**src/verilog/uspc_pkg.sv**
```systemverilog
`default_nettype none
package uspc_pkg;
    // ----------------------------------------------------------------
    // Register byte addresses
    // ----------------------------------------------------------------
    localparam logic [7:0] ADR_FUNC   = 8'h00;
    localparam logic [7:0] ADR_DIR    = 8'h04;
    localparam logic [7:0] ADR_SET    = 8'h08;
    localparam logic [7:0] ADR_CLR    = 8'h0C;
    localparam logic [7:0] ADR_STAT   = 8'h10;
    localparam logic [7:0] ADR_MASK   = 8'h14;
    localparam logic [7:0] ADR_FMT    = 8'h18;
    localparam logic [7:0] ADR_DELAY  = 8'h1C;
    localparam logic [7:0] ADR_NTFY   = 8'h20;
    // ----------------------------------------------------------------
    // Field layout and reset values
    // ----------------------------------------------------------------
    localparam int         NPIN       = 6;
    localparam int         POL_BIT    = 3;
    localparam logic [2:0] MODE_RST   = 3'h0;
    localparam logic [5:0] PIN_RST    = 6'h00;
    localparam logic [5:0] MASK_RST   = 6'h00;
    localparam logic [3:0] DELAY_RST  = 4'h0;
    localparam logic [3:0] LAST_BYTE  = 4'h9;
    // Pin function select codes
    typedef enum logic [2:0] {
        FN_GPIO   = 3'b000,
        FN_RTSCTS = 3'b001,
        FN_DTRDSR = 3'b010,
        FN_XCVR   = 3'b011,
        FN_XCVR_M = 3'b100
    } uspc_fn_t;
    // ----------------------------------------------------------------
    // Notification packet constants
    // ----------------------------------------------------------------
    localparam logic [7:0] REQ_TYPE   = 8'hA1;
    localparam logic [7:0] NTF_SERIAL = 8'h20;
    localparam logic [7:0] LEN_LO     = 8'h02;
    localparam logic [7:0] ZERO_BYTE  = 8'h00;
    typedef enum logic [0:0] {
        NS_IDLE = 1'b0,
        NS_SEND = 1'b1
    } uspc_nstate_t;
endpackage
`default_nettype wire

```
**src/verilog/uspc_notify.sv**
```systemverilog
// How it works
// - Select 000 leaves all six pins as plain software pins.
// - Select 001 makes pin 4 clear-to-send in, pin 5 request-to-send out.
// - Select 010 makes pin 2 data-set-ready in, pin 3 terminal-ready out.
// - Select 011 drives pin 5 as the transceiver direction output.
// - Select 100 drives pin 5 direction only after an address match.
// - Polarity 0 drives direction low while sending, polarity 1 high.
// - Direction bit 0 makes a pin an input, 1 a driven output.
// - Pins taken by an alternate function are not driven or read via direction.
// - Output-set write drives each output high for 1, low for 0.
// - Output-set writes leave pins configured as inputs untouched.
// - Output-clear write drives low each pin written 1, others unchanged.
// - Status register returns the present level of every pin.
// - A pin change raises a notification only when its mask bit is 0.
// - Masked pins still show in status and in any extended-format notification packet.
// - Format bit 0 gives standard data, 1 the extended pin layout.
// - Packet is A1, 20, value 0, index 0, length 2, two data bytes.
// - Data D6..D0 carry overrun, parity, framing, ring, break, DSR, CD.
// - Extended data puts pins 5,4,3,0,2,1 at D14,13,12,11,9,8.
// - Direction output drops only after the programmed bit-time delay.
//
// The Wishbone register port and the register offsets were left to the implementer.
`timescale 1ns/1ns
`default_nettype none
module uspc_notify
    import uspc_pkg::*;
(
    input  wire logic        clk_i,
    input  wire logic        rst_i,
    input  wire logic        wb_cyc_i,
    input  wire logic        wb_stb_i,
    input  wire logic        wb_we_i,
    input  wire logic [7:0]  wb_adr_i,
    input  wire logic [3:0]  wb_sel_i,
    input  wire logic [31:0] wb_dat_i,
    output logic      [31:0] wb_dat_o,
    output logic             wb_ack_o,
    input  wire logic [5:0]  pin_i,
    output logic      [5:0]  pin_o,
    output logic      [5:0]  pin_oe_o,
    input  wire logic        tx_active_i,
    input  wire logic        addr_match_i,
    input  wire logic        bit_tick_i,
    input  wire logic        rts_n_i,
    input  wire logic        dtr_n_i,
    output logic             cts_n_o,
    output logic             dsr_n_o,
    input  wire logic [6:0]  line_status_i,
    input  wire logic        line_event_i,
    output logic             ntf_valid_o,
    output logic      [7:0]  ntf_data_o,
    output logic             ntf_last_o,
    input  wire logic        ntf_ready_i
);
    // ----------------------------------------------------------------
    // Register state
    // ----------------------------------------------------------------
    logic [2:0]   mode_q;
    logic         pol_q;
    logic [5:0]   dir_q;
    logic [5:0]   out_q;
    logic [5:0]   mask_q;
    logic         fmt_q;
    logic [3:0]   delay_q;
    logic [5:0]   pin_q;
    logic [5:0]   prev_q;
    logic [3:0]   hold_q;
    logic         pend_q;
    uspc_nstate_t ns_q;
    logic [3:0]   idx_q;
    logic [15:0]  word_q;
    logic [5:0]   alt_w;
    logic [5:0]   drv_w;
    logic [5:0]   val_w;
    logic [5:0]   chg_w;
    logic         req_w;
    logic         wr_w;
    logic         xcvr_w;
    logic         dir_on_w;
    logic         start_w;
    logic [15:0]  data_w;
    logic [31:0]  rd_w;

    // ----------------------------------------------------------------
    // Wishbone slave
    // ----------------------------------------------------------------
    // A request is taken once; ack is high in the following cycle only
    assign req_w = wb_cyc_i && wb_stb_i && !wb_ack_o;
    assign wr_w  = req_w && wb_we_i && wb_sel_i[0];

    always_ff @(posedge clk_i) begin
        if (rst_i) begin
            wb_ack_o <= 1'b0;
        end else begin
            wb_ack_o <= req_w;
        end
    end

    // Read mux; unmapped addresses read zero and still ack
    always_comb begin
        rd_w = '0;
        if (wb_adr_i == ADR_FUNC) begin
            rd_w[3:0] = {pol_q, mode_q};
        end else if (wb_adr_i == ADR_DIR) begin
            rd_w[5:0] = dir_q & ~alt_w;
        end else if (wb_adr_i == ADR_SET) begin
            rd_w[5:0] = out_q;
        end else if (wb_adr_i == ADR_STAT) begin
            rd_w[5:0] = pin_q;
        end else if (wb_adr_i == ADR_MASK) begin
            rd_w[5:0] = mask_q;
        end else if (wb_adr_i == ADR_FMT) begin
            rd_w[0] = fmt_q;
        end else if (wb_adr_i == ADR_DELAY) begin
            rd_w[3:0] = delay_q;
        end else if (wb_adr_i == ADR_NTFY) begin
            rd_w[1:0] = {ns_q == NS_SEND, pend_q};
        end
    end

    always_ff @(posedge clk_i) begin
        if (rst_i) begin
            wb_dat_o <= '0;
        end else if (req_w && !wb_we_i) begin
            wb_dat_o <= rd_w;
        end
    end

    // Configuration registers; upper select bits are not stored
    always_ff @(posedge clk_i) begin
        if (rst_i) begin
            mode_q  <= MODE_RST;
            pol_q   <= 1'b0;
            dir_q   <= PIN_RST;
            mask_q  <= MASK_RST;
            fmt_q   <= 1'b0;
            delay_q <= DELAY_RST;
        end else if (wr_w) begin
            if (wb_adr_i == ADR_FUNC) begin
                mode_q <= wb_dat_i[2:0];
                pol_q  <= wb_dat_i[POL_BIT];
            end else if (wb_adr_i == ADR_DIR) begin
                dir_q <= wb_dat_i[5:0];
            end else if (wb_adr_i == ADR_MASK) begin
                mask_q <= wb_dat_i[5:0];
            end else if (wb_adr_i == ADR_FMT) begin
                fmt_q <= wb_dat_i[0];
            end else if (wb_adr_i == ADR_DELAY) begin
                delay_q <= wb_dat_i[3:0];
            end
        end
    end

    // Output latch: set writes only reach pins set as outputs
    always_ff @(posedge clk_i) begin
        if (rst_i) begin
            out_q <= PIN_RST;
        end else if (wr_w && wb_adr_i == ADR_SET) begin
            out_q <= (wb_dat_i[5:0] & dir_q) | (out_q & ~dir_q);
        end else if (wr_w && wb_adr_i == ADR_CLR) begin
            out_q <= out_q & ~wb_dat_i[5:0];
        end
    end

    // ----------------------------------------------------------------
    // Pin function select
    // ----------------------------------------------------------------
    // Codes 101 to 111 are undefined and fall back to plain pins
    always_comb begin
        alt_w = '0;
        case (mode_q)
            FN_RTSCTS: alt_w = 6'h30;
            FN_DTRDSR: alt_w = 6'h0C;
            FN_XCVR:   alt_w = 6'h20;
            FN_XCVR_M: alt_w = 6'h20;
            default:   alt_w = '0;
        endcase
    end

    // Transceiver direction; mode 100 also waits for an address match
    assign xcvr_w = (mode_q == FN_XCVR_M) ? (tx_active_i && addr_match_i)
                                          : tx_active_i;

    // Hold the direction on for the turn-around delay after sending
    always_ff @(posedge clk_i) begin
        if (rst_i) begin
            hold_q <= DELAY_RST;
        end else if (xcvr_w) begin
            hold_q <= delay_q;
        end else if (bit_tick_i && hold_q != DELAY_RST) begin
            hold_q <= hold_q - 4'h1;
        end
    end

    assign dir_on_w = xcvr_w || (hold_q != DELAY_RST);

    // Per-pin drive: alternate function wins over software direction
    genvar gi;
    generate
        for (gi = 0; gi < NPIN; gi++) begin : g_pin
            logic av;
            logic ad;
            always_comb begin
                av = 1'b0;
                ad = 1'b0;
                if (gi == 5 && mode_q == FN_RTSCTS) begin
                    ad = 1'b1;
                    av = rts_n_i;
                end else if (gi == 3 && mode_q == FN_DTRDSR) begin
                    ad = 1'b1;
                    av = dtr_n_i;
                end else if (gi == 5) begin
                    ad = 1'b1;
                    av = pol_q ? dir_on_w : !dir_on_w;
                end
            end
            assign drv_w[gi] = alt_w[gi] ? ad : dir_q[gi];
            assign val_w[gi] = alt_w[gi] ? av : out_q[gi];
        end
    endgenerate

    // Pin outputs are registered to keep glitches off the pads
    always_ff @(posedge clk_i) begin
        if (rst_i) begin
            pin_o    <= PIN_RST;
            pin_oe_o <= PIN_RST;
        end else begin
            pin_o    <= val_w;
            pin_oe_o <= drv_w;
        end
    end

    // Flow-control inputs idle high (inactive) when not selected
    always_ff @(posedge clk_i) begin
        if (rst_i) begin
            cts_n_o <= 1'b1;
            dsr_n_o <= 1'b1;
        end else begin
            cts_n_o <= (mode_q == FN_RTSCTS) ? pin_i[4] : 1'b1;
            dsr_n_o <= (mode_q == FN_DTRDSR) ? pin_i[2] : 1'b1;
        end
    end

    // ----------------------------------------------------------------
    // Change detection and notification packet
    // ----------------------------------------------------------------
    // Two samples compared every cycle
    always_ff @(posedge clk_i) begin
        if (rst_i) begin
            pin_q  <= PIN_RST;
            prev_q <= PIN_RST;
        end else begin
            pin_q  <= pin_i;
            prev_q <= pin_q;
        end
    end

    assign chg_w   = (pin_q ^ prev_q) & ~mask_q;
    assign start_w = (ns_q == NS_IDLE) && pend_q;

    // Pending flag: a new event in the start cycle is kept
    always_ff @(posedge clk_i) begin
        if (rst_i) begin
            pend_q <= 1'b0;
        end else if (chg_w != '0 || line_event_i) begin
            pend_q <= 1'b1;
        end else if (start_w) begin
            pend_q <= 1'b0;
        end
    end

    // In extended format the data word carries every pin's level whatever its mask
    always_comb begin
        data_w      = '0;
        data_w[6:0] = line_status_i;
        if (fmt_q) begin
            data_w[14:11] = {pin_q[5], pin_q[4], pin_q[3], pin_q[0]};
            data_w[9:8]   = {pin_q[2], pin_q[1]};
        end
    end

    // Byte order of the packet, little endian fields
    function automatic logic [7:0] pkt_byte(input logic [3:0] i,
                                            input logic [15:0] w);
        logic [7:0] b;
        b = ZERO_BYTE;
        case (i)
            4'h0:    b = REQ_TYPE;
            4'h1:    b = NTF_SERIAL;
            4'h6:    b = LEN_LO;
            4'h8:    b = w[7:0];
            4'h9:    b = w[15:8];
            default: b = ZERO_BYTE;
        endcase
        return b;
    endfunction

    // Sender: one byte stands until the endpoint takes it
    always_ff @(posedge clk_i) begin
        if (rst_i) begin
            ns_q        <= NS_IDLE;
            idx_q       <= '0;
            word_q      <= '0;
            ntf_valid_o <= 1'b0;
            ntf_data_o  <= '0;
            ntf_last_o  <= 1'b0;
        end else begin
            case (ns_q)
                NS_IDLE: begin
                    if (pend_q) begin
                        ns_q        <= NS_SEND;
                        idx_q       <= '0;
                        word_q      <= data_w;
                        ntf_valid_o <= 1'b1;
                        ntf_data_o  <= pkt_byte(4'h0, data_w);
                        ntf_last_o  <= 1'b0;
                    end
                end
                NS_SEND: begin
                    if (ntf_ready_i) begin
                        if (idx_q == LAST_BYTE) begin
                            ns_q        <= NS_IDLE;
                            ntf_valid_o <= 1'b0;
                            ntf_last_o  <= 1'b0;
                        end else begin
                            idx_q       <= idx_q + 4'h1;
                            ntf_data_o  <= pkt_byte(idx_q + 4'h1, word_q);
                            ntf_last_o  <= (idx_q + 4'h1) == LAST_BYTE;
                        end
                    end
                end
                default: ns_q <= NS_IDLE;
            endcase
        end
    end
endmodule
`default_nettype wire

```
**config.mk**
```make
export PLATFORM = sky130hd
export DESIGN_NAME = uspc_notify
export DESIGN_NICKNAME = d
export VERILOG_FILES = /design/src/verilog/uspc_pkg.sv /design/src/verilog/uspc_notify.sv
export SDC_FILE = /design/constraint.sdc
export NUM_CORES = 1
export LEC_CHECK = 0
export BUFFER_PORTS_ARGS = -buffer_cell sky130_fd_sc_hd__buf_2
export CELL_PAD_IN_SITES_DETAIL_PLACEMENT = 1
export CELL_PAD_IN_SITES_GLOBAL_PLACEMENT = 2
export CORE_MARGIN = 2
export CORE_UTILIZATION = 27
export DETAILED_ROUTE_END_ITERATION = 6
export HOLD_SLACK_MARGIN = 0.1
export PLACE_DENSITY_LB_ADDON = 0.1
export SLEW_MARGIN = 5
export SYNTH_ARGS = -nofsm -noshare
export SYNTH_HDL_FRONTEND = slang
export SYNTH_SLANG_ARGS = --single-unit
```
**constraint.sdc**
```tcl
create_clock -name clk_i -period 2.2 [get_ports clk_i]
set_clock_uncertainty 0.1 [all_clocks]
set_input_delay 0.55 -clock clk_i [delete_from_list [all_inputs] [get_ports clk_i]]
set_output_delay 0.55 -clock clk_i [all_outputs]
set_load 0.01 [all_outputs]
```
==> out/summary.txt <==
remaining antenna violation count - 0
Max Freq - 0.4869 GHz
Final nets - 689
Port Buffer Count - 70
Yosys top cell area share - 0.4245
VDD IR max - 0.0003533 V
Multi-input gate area - 2283 µm²
run status - complete, no violations
ANT cells - 0
delay of the slowest critical-path stage - 0.56 ns
placed cells - 820
vias in the first global route - 4141
post-route insts no fill - 836
Setup CP Type - in2reg
Crit path max-delay family - simple AND/OR/NAND/NOR gates
Clk pwr share - 0.447
initial antenna violation count - 0
CP Launch Type - input port
1st-pass router iterations - 6
Root Driver - clkbuf_16
Most used DFF post-synth - dfxtp_1
std cell rows - 46
most frequent cells after synthesis - dfxtp_1 (93), nor2_1 (55), nand2_1 (52)
crit path cell chain - buf_2 > or4b_4 > buf_4 > nor3_2 > a221oi_1 > a311oi_1 > o21a_1
Clock Latency Late Sink - 0.36 ns
clock buffer depth - 2
Synth area leader - dfxtp_1
ys async rst share - 0
post-synthesis sequential area ratio - 0.4245
CTS tree - yes
Pint - 2.870 mW
largest net degree at the start of global routing - 35
CP required - 2.40 ns
maxcap violations - 0
Pwr per Cell Area - 694.3 nW/µm²
wire length per cell - 16.71 µm
max-slew violation count - 0
smallest hold slack - 0.2880 ns
placed wire-length estimate - 10700 µm
XOR/XNOR share of the synthesized area - 0.02397
Total Power - 3.829 mW
clk slew on worst S/H paths - 0.07 ns
share of layout cells above drive strength 1 - 0.2468
fin crit period - 2.054 ns
Area Growth Syn to Fin - 25.76%
Placement Setup Slack - -0.3021 ns
Avg Vias per Cell - 4.726
die area - 17280 µm²
Synth Area in Compound Gates - 0.1484
routed wire length - 13970 µm
Worst Hold Class - in2reg
Netlist cell types - 56
Hold-fix buffers, CTS - 0
CTS Buf Count - 9
top sig layer - met4
Slew @ Worst Pin - 0.6405 ns
Comb power frac - 0.095
Area contributors post-synth - dfxtp_1 (42%), a21oi_1 (5.4%), mux2i_1 (5.0%)
Filler Cells Inserted - 1954
RSZ-0062 raised after global routing - false
Mapped Area - 4385 µm²
Synth Instances - 513
Fin. Hold Viols - 0
Slowest-stage cell, CP - or4b_4
synthesized-area fraction occupied by adder cells - 0.01427
Pleak - 2.253 nW
metal2 WL - 6868 µm
CP Max Fanout - 4
DRC violations left - 0
CORE AREA - 15890 µm²
Synth Warn # - 0
Remaining Overflow, GRT - 0
Final period util - 0.9336
storage element area - 1862 µm²
synthesis-stage register bit count - 93
EDFF count, synth - 0
GR Util All Layers - 0.1662
Initial DRC Count - 103
post-synthesis simple-gate area fraction - 0.2553
R2R Setup Slk - 0.18 ns
setup TNS - 0 ns
Die Wd - 131.4 µm
CP endpoint kind - flip-flop
via count - 3951
arrival time worst endpoint - 2.25 ns
met1 wire length - 6437 µm
switching part of the total - 0.2505
NetSw - 0.9592 mW
CTS Sinks - 93
Reg power frac - 0.458
final setup vio count - 0
GP Congestion - 0.8227
global-route wire length before repair - 22590 µm
htree depth - 3
Slew HR - 0.5715
io pins - 126
cell with the most instances after synthesis - dfxtp_1
initial core utilization - 0.2761
largest family of logic cells by synthesized area - simple AND/OR/NAND/NOR gates
Buf/Inv on CP - 2
multiplexer area fraction after synthesis - 0.05278
Die Span Y - 131.4 µm
final worst slack - 0.1461 ns
Syn Area/Cell - 8.549 µm²
metal3 WL - 471 µm
## worst register-to-register path, stage by stage, from the launching register on
cell and delay (ns):
dfxtp_1 0.48, nand3_1 0.14, xor2_1 0.54, nand3_1 0.21
a31oi_1 0.29, o311a_1 0.21
## cell type report
| type | count | area share |
|---|---|---|
| inverters | 7 | 0.004764 |
| repair buffers | 120 | 0.1361 |
| clock inverters | 7 | 0.01770 |
| clock buffers | 9 | 0.04083 |
| flip-flops and latches | 93 | 0.3376 |
| well taps | 216 | 0.04900 |
| multi-input cells | 384 | 0.4140 |
## kinds of logic (layout without fill, tap and decap cells)
family | Yosys count | after routing
AO/OA/AOI/OAI | 103 | 103
XOR/XNOR | 12 | 12
adder cells (fa/ha/maj) | 5 | 5
buffers and inverters | 61 | 143
flip-flops | 93 | 93
multiplexers | 23 | 23
other | 1 | 26
AND/OR/NAND/NOR | 215 | 215
## power groups by stage
stage / clock network (mW) / registers, mW / logic (mW)
floorplan: 0 / 1.79 / 0.228
global placement: 0 / 1.79 / 0.359
detailed placement: 0 / 1.79 / 0.366
CTS: 1.78 / 1.76 / 0.368
global route: 1.84 / 1.76 / 0.407
finish: 1.71 / 1.75 / 0.365
## path summary, 6_finish.rpt
| kind | start | endpoint | depth (start not counted) |
|---|---|---|---|
| hold / removal | pin_i[4] | cts_n_o$_SDFF_PP1_ | 3 |
| hold reg to reg | word_q[8]$_SDFFE_PP0P_ | word_q[8]$_SDFFE_PP0P_ | 2 |
| setup / recovery | wb_adr_i[7] | wb_dat_o[1]$_SDFFE_PP0P_ | 7 |
| setup reg to reg | idx_q[0]$_SDFFE_PP0P_ | ntf_data_o[5]$_SDFFE_PP0P_ | 5 |
## routing by layer
layer	GRT usage	up-vias
li1	-	1958
met1	0.2082	1912
met2	0.2859	69
met3	0.03048	12
met4	0.05797	0
met5	0	-
## through the flow
stage | area (µm²) | util
6_report | 5515 | 0.3472
5_1_grt | 5515 | 0.3472
4_1_cts | 5504 | 0.3465
3_5_place_dp | 5181 | 0.3262
3_3_place_gp | 5181 | 0.3262
2_1_floorplan | 4484 | -
## state kept, by name, indices dropped and copies added, names as in the netlist, 3 cells and up, named ones only
| register | count |
|---|---|
| delay_q | 4 |
| dir_q | 6 |
| hold_q | 4 |
| idx_q | 4 |
| mask_q | 6 |
| mode_q | 3 |
| ntf_data_o | 8 |
| pin_o | 6 |
| pin_oe_o | 6 |
| pin_q | 6 |
| prev_q | 6 |
| wb_dat_o | 6 |
| word_q | 13 |
## timing repair
action	4_1_cts	5_1_grt
buffers inserted	0	0
setup endpoints to repair	0	5
resized for setup	0	3
## cells in the final DEF (no fill, tap or decap), types with 7 or more instances in the layout
master,n
dfxtp_1,93
buf_2,70
nor2_1,55
nand2_1,52
buf_4,48
a21oi_1,47
conb_1,26
mux2i_1,22
nor2b_1,20
nand3_1,19
nor3_1,17
o21ai_0,11
clkbuf_16,9
xnor2_1,8
nand2b_1,8
inv_1,7
nand3b_1,7
a311oi_1,7
Note: power is estimated with default switching activity, not from simulation.
